[src/core/dcc_pkg.sv]
// Package for the dual comparator control block: offsets, field positions,
// reset values and the shared structs.
// Assumes a byte-wide data register bus of the processor core.
package dcc_pkg;

    // Register addresses in the core's data space
    localparam logic [6:0] DCC_CFG_ADDR = 7'h1f;
    localparam logic [6:0] DCC_PFLAG_ADDR = 7'h0c;
    localparam logic [6:0] DCC_PEN_ADDR = 7'h0d;
    localparam logic [6:0] DCC_CORE_IRQ_ADDR = 7'h0b;

    // Field positions
    localparam int DCC_MODE_LSB = 0;
    localparam int DCC_SWITCH_BIT = 3;
    localparam int DCC_FIRST_RES_BIT = 6;
    localparam int DCC_SECOND_RES_BIT = 7;
    localparam int DCC_FLAG_BIT = 6;
    localparam int DCC_IRQ_EN_BIT = 6;
    localparam int DCC_PERIPH_EN_BIT = 6;
    localparam int DCC_GLOBAL_EN_BIT = 7;

    // Reset values
    localparam logic [2:0] DCC_MODE_RESET = 3'h0;
    localparam logic DCC_SWITCH_RESET = 1'b0;

    // Mode codes named in the description
    localparam logic [2:0] DCC_MODE_ANALOG = 3'h0;
    localparam logic [2:0] DCC_MODE_SWITCHED = 3'h1;
    localparam logic [2:0] DCC_MODE_SWITCHED_PAIR = 3'h2;
    localparam logic [2:0] DCC_MODE_OFF = 3'h7;

    // Input sources for both inverting and non-inverting selects
    typedef enum logic [2:0] {
        DCC_SRC_PIN0,
        DCC_SRC_PIN1,
        DCC_SRC_PIN2,
        DCC_SRC_PIN3,
        DCC_SRC_VREF,
        DCC_SRC_NONE
    } dcc_src_e;

    // Analog front-end control bundle
    typedef struct packed {
        logic first_power;
        logic second_power;
        dcc_src_e first_inv_sel;
        dcc_src_e second_inv_sel;
        dcc_src_e first_noninv_sel;
        dcc_src_e second_noninv_sel;
        logic [3:0] pin_analog;
    } dcc_route_s;

    // Register bus request
    typedef struct packed {
        logic [6:0] addr;
        logic rd;
        logic wr;
        logic [7:0] wdata;
    } dcc_bus_s;

endpackage

[src/core/dcc_top.sv]
// Comparator control and status: config register, change flag, irq gating.
// Assumes a byte-wide core register bus with single-cycle rd/wr strobes.
//
// Contract
// - Two comparators fed from four pins, reference also selectable.
// - Config register at 1Fh: mode bits 2..0, input switch bit 3.
// - Bits 7,6 read comparator 2 and 1 results.
// - Modes 001/010: switch bit picks first inverting pin; 010 clear uses pin one.
// - Change flag, peripheral flag bit 6, sets on result change.
// - Flag cleared by writing 0; writing 1 sets it.
// - Request only when local, peripheral and global enables set.
// - Flag sets even with enables clear.
// - Change coinciding with config read may miss setting flag.
// - Mismatch keeps re-setting the flag.
// - Config read or write re-latches results, ending mismatch.
// - Comparators run in sleep; enabled change wakes the device.
// - Mode 111 turns both comparators off.
// - Wake from sleep leaves config register unchanged.
// - Reset returns config register to mode 000.
// - Comparators powered down during reset.
`timescale 1ns/10ps
module dcc_top (
    input wire logic mclk,
    input wire logic nrst,
    input dcc_pkg::dcc_bus_s bus,
    output logic [7:0] rdata,
    input wire logic first_comparator_result,
    input wire logic second_comparator_result,
    input wire logic sleeping,
    output dcc_pkg::dcc_route_s route,
    output logic irq_req,
    output logic wake_req
);
    logic [2:0] mode_q;
    logic switch_q;
    logic [1:0] live;
    logic [1:0] latched_q;
    logic flag_q;
    logic irq_en_q;
    logic periph_en_q;
    logic global_en_q;
    logic cfg_hit;
    logic mismatch;

    // Read-only-ish decode helper
    function automatic logic hit(input dcc_pkg::dcc_bus_s b, input logic [6:0] a);
        return (b.rd | b.wr) && (b.addr == a);
    endfunction

    dcc_sync #(
        .WIDTH(2)
    ) u_sync (
        .mclk(mclk),
        .nrst(nrst),
        .din({second_comparator_result, first_comparator_result}),
        .dout(live)
    );

    dcc_route u_route (
        .comparator_mode_field(mode_q),
        .input_switch_select(switch_q),
        .in_reset(!nrst),
        .route(route)
    );

    assign cfg_hit = hit(bus, dcc_pkg::DCC_CFG_ADDR);
    assign mismatch = (live != latched_q);

    // Config register; sleep has no effect on it
    always_ff @(posedge mclk) begin
        if (!nrst) begin
            mode_q <= dcc_pkg::DCC_MODE_RESET;
            switch_q <= dcc_pkg::DCC_SWITCH_RESET;
        end else if (bus.wr && bus.addr == dcc_pkg::DCC_CFG_ADDR) begin
            mode_q <= bus.wdata[dcc_pkg::DCC_MODE_LSB +: 3];
            switch_q <= bus.wdata[dcc_pkg::DCC_SWITCH_BIT];
        end
    end

    // Latched copy of results, refreshed by any config access
    always_ff @(posedge mclk) begin
        if (!nrst) begin
            latched_q <= 2'h0;
        end else if (cfg_hit) begin
            latched_q <= live;
        end
    end

    // Change flag: mismatch sets it every cycle unless a config access
    // lands on it, which reproduces the missed-set race on a read
    always_ff @(posedge mclk) begin
        if (!nrst) begin
            flag_q <= 1'b0;
        end else if (mismatch && !cfg_hit) begin
            flag_q <= 1'b1;
        end else if (bus.wr && bus.addr == dcc_pkg::DCC_PFLAG_ADDR) begin
            flag_q <= bus.wdata[dcc_pkg::DCC_FLAG_BIT];
        end
    end

    // Enable bits
    always_ff @(posedge mclk) begin
        if (!nrst) begin
            irq_en_q <= 1'b0;
            periph_en_q <= 1'b0;
            global_en_q <= 1'b0;
        end else begin
            if (bus.wr && bus.addr == dcc_pkg::DCC_PEN_ADDR) begin
                irq_en_q <= bus.wdata[dcc_pkg::DCC_IRQ_EN_BIT];
            end
            if (bus.wr && bus.addr == dcc_pkg::DCC_CORE_IRQ_ADDR) begin
                periph_en_q <= bus.wdata[dcc_pkg::DCC_PERIPH_EN_BIT];
                global_en_q <= bus.wdata[dcc_pkg::DCC_GLOBAL_EN_BIT];
            end
        end
    end

    // Interrupt gating; wake needs only the local and peripheral enables
    assign irq_req = flag_q & irq_en_q & periph_en_q & global_en_q;
    assign wake_req = sleeping & flag_q & irq_en_q & periph_en_q;

    // Read data registered; unused and result-write bits ignored
    always_ff @(posedge mclk) begin
        if (!nrst) begin
            rdata <= 8'h00;
        end else if (bus.rd) begin
            case (bus.addr)
                dcc_pkg::DCC_CFG_ADDR:
                    rdata <= {live[1], live[0], 2'b00, switch_q, mode_q};
                dcc_pkg::DCC_PFLAG_ADDR:
                    rdata <= {1'b0, flag_q, 6'h00};
                dcc_pkg::DCC_PEN_ADDR:
                    rdata <= {1'b0, irq_en_q, 6'h00};
                dcc_pkg::DCC_CORE_IRQ_ADDR:
                    rdata <= {global_en_q, periph_en_q, 6'h00};
                default:
                    rdata <= 8'h00;
            endcase
        end
    end
endmodule // dcc_top

[src/core/dcc_route.sv]
// Mode decoder: turns the mode field and input switch into mux selects.
// Assumes an analog front end driven by the selects it produces.
`timescale 1ns/10ps
module dcc_route (
    input wire logic [2:0] comparator_mode_field,
    input wire logic input_switch_select,
    input wire logic in_reset,
    output dcc_pkg::dcc_route_s route
);
    // Decode routing; modes without a described route stay configurable
    always_comb begin
        route.first_power = 1'b1;
        route.second_power = 1'b1;
        route.first_noninv_sel = dcc_pkg::DCC_SRC_PIN2;
        route.second_noninv_sel = dcc_pkg::DCC_SRC_PIN2;
        route.first_inv_sel = dcc_pkg::DCC_SRC_PIN0;
        route.second_inv_sel = dcc_pkg::DCC_SRC_PIN1;
        route.pin_analog = 4'hf;
        case (comparator_mode_field)
            dcc_pkg::DCC_MODE_ANALOG: begin
                route.first_power = 1'b0;
                route.second_power = 1'b0;
                route.first_inv_sel = dcc_pkg::DCC_SRC_NONE;
                route.second_inv_sel = dcc_pkg::DCC_SRC_NONE;
            end
            dcc_pkg::DCC_MODE_SWITCHED: begin
                route.first_inv_sel = input_switch_select ? dcc_pkg::DCC_SRC_PIN3
                                                          : dcc_pkg::DCC_SRC_PIN0;
            end
            dcc_pkg::DCC_MODE_SWITCHED_PAIR: begin
                route.first_noninv_sel = dcc_pkg::DCC_SRC_VREF;
                route.second_noninv_sel = dcc_pkg::DCC_SRC_VREF;
                route.first_inv_sel = input_switch_select ? dcc_pkg::DCC_SRC_PIN3
                                                          : dcc_pkg::DCC_SRC_PIN0;
                route.second_inv_sel = input_switch_select ? dcc_pkg::DCC_SRC_PIN2
                                                           : dcc_pkg::DCC_SRC_PIN1;
            end
            dcc_pkg::DCC_MODE_OFF: begin
                route.first_power = 1'b0;
                route.second_power = 1'b0;
                route.pin_analog = 4'h0;
            end
            default: begin
                // Undescribed modes: plain pin pairs, switch picks pin three
                route.first_inv_sel = input_switch_select ? dcc_pkg::DCC_SRC_PIN3
                                                          : dcc_pkg::DCC_SRC_PIN0;
            end
        endcase
        // Reset interval overrides both comparator powers
        if (in_reset) begin
            route.first_power = 1'b0;
            route.second_power = 1'b0;
        end
    end
endmodule // dcc_route

[src/core/dcc_sync.sv]
// Two-stage synchroniser for the comparator result levels.
// Assumes results are asynchronous analog outputs.
`timescale 1ns/10ps
module dcc_sync #(
    parameter int WIDTH = 2
) (
    input wire logic mclk,
    input wire logic nrst,
    input wire logic [WIDTH-1:0] din,
    output logic [WIDTH-1:0] dout
);
    logic [WIDTH-1:0] meta_q;

    // First stage read only by the second
    always_ff @(posedge mclk) begin
        if (!nrst) begin
            meta_q <= '0;
            dout <= '0;
        end else begin
            meta_q <= din;
            dout <= meta_q;
        end
    end
endmodule // dcc_sync

[config.mk]
export PLATFORM = sky130hd
export DESIGN_NAME = dcc_top
export DESIGN_NICKNAME = d
export VERILOG_FILES = /design/src/core/dcc_pkg.sv /design/src/core/dcc_top.sv /design/src/core/dcc_route.sv /design/src/core/dcc_sync.sv
export SDC_FILE = /design/constraint.sdc
export NUM_CORES = 1
export LEC_CHECK = 0
export ABC_CLOCK_PERIOD_IN_PS = 3900
export BUFFER_PORTS_ARGS = -buffer_cell sky130_fd_sc_hd__buf_2
export CAP_MARGIN = 20
export CORE_MARGIN = 2
export CORE_UTILIZATION = 46
export CTS_BUF_LIST = sky130_fd_sc_hd__clkbuf_4 sky130_fd_sc_hd__clkbuf_8
export CTS_CLUSTER_DIAMETER = 120
export DETAILED_ROUTE_END_ITERATION = 8
export GPL_TIMING_DRIVEN = 0
export PLACE_DENSITY = 0.87
export SETUP_SLACK_MARGIN = 0.3
export SLEW_MARGIN = 20
export SYNTH_ARGS = -nofsm -noshare
export SYNTH_HDL_FRONTEND = slang
export SYNTH_SLANG_ARGS = --single-unit
export TNS_END_PERCENT = 20
[constraint.sdc]
create_clock -name mclk -period 3.9 [get_ports mclk]
set_input_delay 0.39 -clock mclk [delete_from_list [all_inputs] [get_ports mclk]]
set_output_delay 0.39 -clock mclk [all_outputs]
set_load 0.03 [all_outputs]
[After elaboration in Yosys (flattened, before gate mapping)]
Index checks and enable logic that the tools add are counted.
Storage, ports and cells
  register bits: 22
  output and inout port bits: 28
  logic and storage cells: 45
Cells by class
  muxes and demuxes: 11
  bitwise gates (word level): 7
  reduce and logical (&&, ||, !) cells: 10
  eq/ne operators: 7
Operator list (count)
  8-bit one-hot mux with 4 select lines: 1
  7-bit by 4-bit == test with 1-bit output (second input constant): 3
  3-bit one-hot mux with 2 select lines: 2
  2-bit two-way mux: 4
  7-bit by 5-bit == test with 1-bit output (second input constant): 1
  1-bit AND: 6
  1-bit logical AND: 6
  6-bit two-way mux: 1
  4-bit two-way mux: 1
  3-bit by 2-bit == test with 1-bit output (second input constant): 1
  3-bit == test (second input constant): 1
  3-bit logical NOT: 1
  1-bit two-way mux: 2
  2-bit inequality test: 1
  2-bit nonzero test: 1
  2-bit OR reduction: 1
  1-bit logical NOT: 1
  1-bit bitwise OR: 1

[Longest topological paths before layout]
Gate-level depths: netlist (run 1).
  word-level depth: 5
  depth in mapped cells: 4

[Cells and area by module]
A second synthesis (run 1) with hierarchy kept.
Unflattened totals
  cells, all modules: 121
  area, all modules: 1072.3 sq um
By module, submodules not included
  dcc_top: cells an instance 91, seq. area each 320.3 sq um, times used 1, area an instance 814.5 sq um
  dcc_route: cells an instance 22, seq. area each 0.0 sq um, times used 1, area an instance 152.6 sq um
  dcc_sync: cells an instance 8, seq. area each 80.1 sq um, times used 1, area an instance 105.1 sq um

[Least setup slack after synthesis (run 1)]
Ideal clock, no wire load.
  path kind: register to output
  from: register mode_q[1]
  to: output port route[13] (netlist bit)
  data arrival time: 1542 ps
  stages on the path, launching flop included: 4
  path buffers: 0
  slack: 1968 ps
  data required time: 3510 ps
  path through: dfxtp_1 nand3_1 and3_1 or2_2
RTL lines
  from (decl): RTL line dcc_top.sv:34  | logic [2:0] mode_q;
  from (signal assigned): RTL line dcc_top.sv:72  | mode_q <= dcc_pkg::DCC_MODE_RESET;
  from (signal assigned): RTL line dcc_top.sv:75  | mode_q <= bus.wdata[dcc_pkg::DCC_MODE_LSB +: 3];
  to (decl): RTL line dcc_top.sv:30  | output dcc_pkg::dcc_route_s route,

==> key figures, run 1 <==
STA
  • Max Freq: between 0.4 and 0.5 GHz
  • Setup-failing EPs final: 0
  • Clk_skew: between 0.006 and 0.007 ns
  • Fin crit share: 0.553
  • Max Slew Vio Count: 0
  • Min Tclk post-route: 2.16 ns
  • Post-Route Setup TNS: 0 ns
  • RSZ-0062 raised after global routing: false
  • Hold Vio Cnt, Final: 0

Floorplan
  • Core area: 2210 um^2
  • Die area: between 2000 and 3000 um^2
  • Die Wd: between 50 and 60 um
  • Rows: 17
  • IO Count: 50
  • Die Span Y: roughly 52 um
  • Initial Util: 0.482

Synth
  • Syn Inst Count: 119
  • Synth Area in XOR/XNOR: 0.0164
  • #FFs+latches synth: 20
  • Compound-gate portion of the synthesized area: 0.0821
  • Mapped Avg Cell Area: approximately 9 um^2
  • Combinational family with the most area after synthesis: simple AND/OR/NAND/NOR gates
  • Post-synth cell types: 31
  • Sequential share of the synthesized area: 0.375
  • Multiplexer share of the synthesized area: 0.0938
  • Synth warn: 0
  • Area of the mapped netlist: 1070 um^2
  • Adder-cell share of the synthesized area: 0
  • Simple-gate share of the synthesized area: 0.326

Pwr
  • Flop pwr share: 0.563
  • Net Switching: 0.0894 mW
  • PD cells: ~270 nW/um^2
  • Switching share of power: 0.240
  • Power Internal: between 0.2 and 0.3 mW
  • Tot Pwr: 0.372 mW
  • Clk network pwr share: 0.313
  • Combinational fraction of design power: 0.124
  • Static Leak: between 0.6 and 0.7 nW
  • Maximum vdd drop: 0.000203 V

Critical path
  • WP buf/inv: 1
  • Reg2reg path depth: 3
  • Worst EP required: approximately 3.5 ns
  • Reg2reg start: irq_en_q
  • Worst path max stage delay: 0.45 ns
  • CP arrival: approximately 1.8 ns
  • End of the worst register-to-register path: rdata[6]
  • CP top delay family: simple AND/OR/NAND/NOR gates
  • Crit Path Max Fanout: 5
  • Crit path launch type: flop
  • CP Cell Sequence: or3_1, and3_1, or2_2, buf_2
  • WS Path Type: reg -> out
  • Slowest cell on crit path: or3_1
  • R2r setup slk: about 2.8 ns
  • CP Capture Type: output port
  • Number of stages on the worst setup path: 4
  • Worst Setup SP: mode_q[0]

Detailed routing
  • First DRT Iteration DRCs: 18
  • Router iterations before antenna repair: 4
  • Final WL: about 2500 um
  • Vias: approximately 1000
  • Drt wl/cell: about 13 um
  • # DRC: 0
  • Post-route ant nets: 0
  • DR vias/cell: between 5 and 6

Finish
  • Number of fillers in the final layout: 207
  • Cell Count, Final, Fillers Out: ~200
  • # diodes: 0
  • Area grow syn2layout: 27.9%
  • Share of layout cells above drive strength 1: 0.373
  • Area of the multi-input gates: 568 um^2
  • Sequential cell area: between 400 and 500 um^2
  • Finished Core Util: 0.617
  • Final nets: around 190

Place
  • Port Buffers: between 40 and 50
  • Placed Instances: a little under 200
  • Hpwl dp: roughly 2000 um
  • Gpl congestion: between 0.8 and 0.9

Clocking
  • CTS max path bufs: 2
  • Clock Latency Late Sink: 0.30 ns
  • CTS root buf: clkbuf_4
  • Clock transition at path regs: approximately 0.11 ns
  • Clock sinks: 20
  • # resized after CTS: 0
  • Htree depth: 1
  • CTS buffer count: 3
  • CTS Hold Bufs: 0
  • CTS tree: built
  • Postcts setup bufs: 0

Global route
  • Pin count of the biggest net entering global routing: 12
  • First-pass GRT wire length: slightly above 4000 um
  • Total grt overflow: 0
  • Total track usage: 0.197
  • Initial antenna violation count: 0
  • Vias in the first global route: ~960

Min path
  • Hold Crit Depth: 2
  • HP Start: first_comparator_result
  • Hold Crit Class: in -> reg
  • Hold endpoint: u_sync.meta_q[0]

Outcome
  • Outcome: complete, no violations

Run
  • Max cap viols: 0
-- cells in the final DEF, fill, tap and decap left out, drive strengths merged --
cell type	synthesis	routed
nor2	4	4
and4	3	3
nand4	3	3
or4b	1	1
and2	7	7
and3	4	4
conb	1	4
o21ai	1	1
nor3b	3	3
a22o	4	4
nand2	21	21
xor2	2	2
o41ai	1	1
clkbuf	4	8
buf	10	53
a22oi	1	1
or2	1	1
or3	1	1
inv	5	5
nor4b	1	1
nand3	1	1
and4bb	1	1
nor4	2	2
dfxtp	20	20
o2111ai	1	1
o211ai	2	2
mux2i	10	10
or3b	1	1
nand3b	2	2
a21o	1	1
-- worst max path at each step --
stage                     end  slack (ns)
CTS                 route[13]        1.74
detailed placement  route[17]        1.82
floorplan           route[13]        1.97
global route        route[17]        1.64
finish              route[13]        1.74
global placement    route[17]        1.81
-- area by class of cell --
type | instances | area share
timing repair buffer | 43 | 0.158
tap | 28 | 0.0257
multi-input combinational | 83 | 0.416
inverter | 5 | 0.0137
buffer | 14 | 0.0669
clock buffer | 4 | 0.0266
sequential | 20 | 0.293
-- cell families (layout without fill, tap and decap cells) --
family                    Yosys count  after routing
other                               1              4
AOI/OAI and AO/OA                  11             11
xor gates and xnor gates            2              2
and+or+nand+nor                    56             56
buffers and inverters              19             66
DFF                                20             20
muxes                              10             10
-- power by group through the flow --
stage / Clock [mW] / Sequential (mW) / Combinational (mW)
final: 0.116 / 0.209 / 0.0461
after global routing: 0.128 / 0.210 / 0.0506
after CTS: 0.121 / 0.209 / 0.0456
after detailed placement: 0 / 0.214 / 0.0456
after global placement: 0 / 0.214 / 0.0441
after floorplan: 0 / 0.213 / 0.0278
-- cells in the mapped netlist, drive strengths merged --
cell	n	area [um^2]
and2	7	43.8
or3	1	6.26
nand3	1	5.00
and4bb	1	12.5
mux2i	10	100
nor3b	3	22.5
nand2	21	78.8
or3b	1	11.3
clkbuf	4	16.3
o211ai	2	15.0
nor4	2	42.5
nand4	3	18.8
or2	1	6.26
a22oi	1	7.51
and3	4	25.0
o2111ai	1	8.76
conb	1	3.75
xor2	2	17.5
buf	10	75.1
and4	3	26.3
o41ai	1	8.76
nor4b	1	8.76
a21o	1	7.51
o21ai	1	5.00
nor2	4	15.0
inv	5	18.8
nand3b	2	15.0
a22o	4	35.0
or4b	1	10.0
dfxtp	20	400
-- registers in the layout (all words and copies together), names as in the netlist --
| name | cells |
|---|---|
| irq_en_q | 1 |
| u_sync.meta_q | 2 |
| latched_q | 2 |
| u_sync.dout | 2 |
| flag_q | 1 |
| global_en_q | 1 |
| periph_en_q | 1 |
| rdata | 6 |
| switch_q | 1 |
| mode_q | 3 |
-- layer usage --
layer | wire length (um) | up-vias | GRT usage
met5 | 0 | - | 0
met1 | 960 | 465 | 0.219
met2 | 1340 | 38 | 0.365
met3 | 147 | 2 | 0.0514
met4 | 12 | 0 | 0.0556
li1 | - | 505 | -
-- metrics by stage --
step / setup slack, ns / hold slack (ns) / area (um^2)
floorplan: 1.97 / 0.412 / 1080
global placement: 1.81 / 0.418 / 1330
detailed placement: 1.82 / 0.426 / 1330
CTS: 1.74 / 0.282 / 1370
global route: 1.64 / 0.283 / 1370
finish: 1.74 / 0.296 / 1370
No activity file was read; power rests on OpenSTA's default activity.
==> run 2, diff against run 1 <==
ABC_CLOCK_PERIOD_IN_PS = 2300   (was 3900)
clock period = 2.3 ns   (was 3.9 ns; I/O delays follow)
==> run 2 against run 1 <==
  * Cell area grew 0.55%
  * Final cell count is the same
  * Register-to-register slack lost 1.6 ns
  * Global-route usage is the same
  * Setup slack lost 1.4 ns
  * Critical path type unchanged
  * Critical endpoint unchanged
  * Largest cell class unchanged
  * Largest power group unchanged
  * Highest routed layer is now met3
==> key figures, run 2 (synthesis gave the netlist of run 1 again) <==
Detailed routing
  • Met1 Wirelength: 993 um (was 960 um)
  • Routed wl met3: 153 um (was 147 um)
  • Router iterations before antenna repair: 4 (unchanged)
  • Vias: 1014 (was 1010)
  • Final WL: 2510 um (was 2460 um)
  • Met2 WL post-DR: 1360 um (was 1340 um)
  • Drt wl/cell: 12.7 um (was 12.5 um)
  • Post-route ant nets: 0 (unchanged)
  • First DRT Iteration DRCs: 36 (was 18)
  • DR top layer: met3 (was met4)
  • DR vias/cell: 5.15 (was 5.13)
  • # DRC: 0 (unchanged)

Place
  • Port Buffers: 43 (unchanged)
  • Hpwl dp: 2040 um (unchanged)
  • Gpl congestion: 0.874 (unchanged)
  • Area of placed instances: 1330 um^2 (unchanged)

Clocking
  • CTS buffer count: 3 (unchanged)
  • CTS tree: built (unchanged)
  • CTS max path bufs: 2 (unchanged)
  • CTS root buf: clkbuf_4 (unchanged)
  • Clock sinks: 20 (unchanged)
  • Clock Latency Late Sink: 0.30 ns (about the same)
  • Clock transition at path regs: 0.11 ns (about the same)
  • Htree depth: 1 (unchanged)

Finish
  • Non-Filler Cell Area, Final: 1370 um^2 (about the same)
  • Area grow syn2layout: 28.6% (was 27.9%)
  • Top Registers: rdata x6, mode_q x3 (unchanged)
  • # diodes: 0 (unchanged)
  • Number of fillers in the final layout: 204 (was 207)
  • Most frequent cells in the layout: 43 x buf_2, 21 x nand2_1, 18 x dfxtp_1 (was 43 x buf_2, 21 x nand2_1, 20 x dfxtp_1)
  • Area of the multi-input gates: 573 um^2 (was 568 um^2)
  • Share of layout cells above drive strength 1: 0.391 (was 0.373)
  • Leading cell type in the layout, fill and taps excluded: buf_2 (unchanged)
  • Largest register FFs: 6 (unchanged)
  • Largest Register: rdata (unchanged)
  • Sequential cell area: 403 um^2 (was 400 um^2)
  • Final nets: 192 (unchanged)

Floorplan
  • Rows: 17 (unchanged)
  • Die area: 2720 um^2 (unchanged)
  • Core area: 2210 um^2 (unchanged)
  • IO Count: 50 (unchanged)
  • Die Span Y: 52.2 um (unchanged)
  • Die Wd: 52.2 um (unchanged)
  • Initial Util: 0.482 (unchanged)

Outcome
  • Outcome: complete, no violations (unchanged)

Critical path
  • Crit path launch type: flop (unchanged)
  • CP arrival: 1.69 ns (was 1.77 ns)
  • Crit Path Max Fanout: 5 (unchanged)
  • WS Path Type: reg -> out (unchanged)
  • Worst EP required: 2.07 ns (was 3.51 ns)
  • Reg2reg path depth: 3 (unchanged)
  • CP Capture Type: output port (unchanged)

Global route
  • Vias in the first global route: 957 (unchanged)
  • First-pass GRT wire length: 4030 um (unchanged)
  • Total grt overflow: 0 (unchanged)
  • Initial antenna violation count: 0 (unchanged)
  • Pin count of the biggest net entering global routing: 12 (unchanged)
  • Total track usage: 0.197 (unchanged)

STA
  • Fin crit share: 0.836
  • Max Freq: about 0.52 GHz
  • RSZ-0062 raised after global routing: false (unchanged)
  • Setup-failing EPs final: 0 (unchanged)
  • Min Tclk post-route: just under 2 ns
  • Max Slew Vio Count: 0 (unchanged)
  • Clk_skew: 0.00464 ns (was 0.00656 ns)
  • Hold Vio Cnt, Final: 0 (unchanged)
  • Post-Route Setup TNS: 0 ns (unchanged)

Min path
  • Hold Crit Class: in -> reg (unchanged)
  • Hold Crit Depth: 2 (unchanged)

Pwr
  • Static Leak: 0.642 nW (was 0.643 nW)
  • PD cells: 459 nW/um^2 (was 272 nW/um^2)
  • Maximum vdd drop: 0.000344 V (was 0.000203 V)

Run
  • Max cap viols: 0 (unchanged)
==> run 2: cell counts in the layout (fill, tap and decap cells not counted) <==
Identical to the previous run, type by type.
==> run 2: power breakdown <==
group	leakage, nW	internal [mW]	switching, mW
logic	0.458	0.0313	0.0473
clock network	0.0210	0.0965	0.0997
registers	0.163	0.351	0.00367
==> run 2: worst paths after layout <==
check                     startpoint               end  slack, ns
max                        mode_q[0]         route[13]       0.38
min          first_comparator_result  u_sync.meta_q[0]       0.14
max reg2reg                 irq_en_q          rdata[6]       1.19
min reg2reg         u_sync.meta_q[0]    u_sync.dout[0]       0.44
==> run 2: metrics by stage <==
stage                     worst slack (ns)  hold slack, ns  cells  utilization  total power [mW]
final                                0.377           0.137    197        0.620             0.630
after global routing                 0.317           0.123    197        0.620             0.659
after CTS                            0.302           0.122    197        0.617             0.637
after detailed placement             0.540           0.426    193        0.601             0.440
after global placement               0.527           0.418    193        0.601             0.437
after floorplan                      0.528           0.357    122            -             0.409
==> run 2: what timing repair did <==
action | CTS | global route
setup buffers | 0 | 0
hold endpoints to repair | 0 | 0
resized for setup | 0 | 3
endpoints found under the setup margin | 0 | 1
hold buffers | 0 | 0
==> run 2: layer usage <==
metal / GRT usage / vias to the layer above
met3: 0.0514 / 0
met4: 0.0556 / 0
met5: 0 / -
li1: - / 507
met1: 0.219 / 471
met2: 0.365 / 36
==> run 2: layout make-up <==
class,count,share of cell area
clock buffer,4,0.0264
timing repair buffer,43,0.157
tap,28,0.0255
multi-input combinational,83,0.418
buffer,14,0.0665
inverter,5,0.0137
sequential,20,0.294
==> run 2: critical path, cell delays in order, from the launching register on <==
cell     delay (ns)
dfxtp_2        0.36
or3_4          0.41
and3_1         0.18
or2_2          0.26
buf_2          0.18
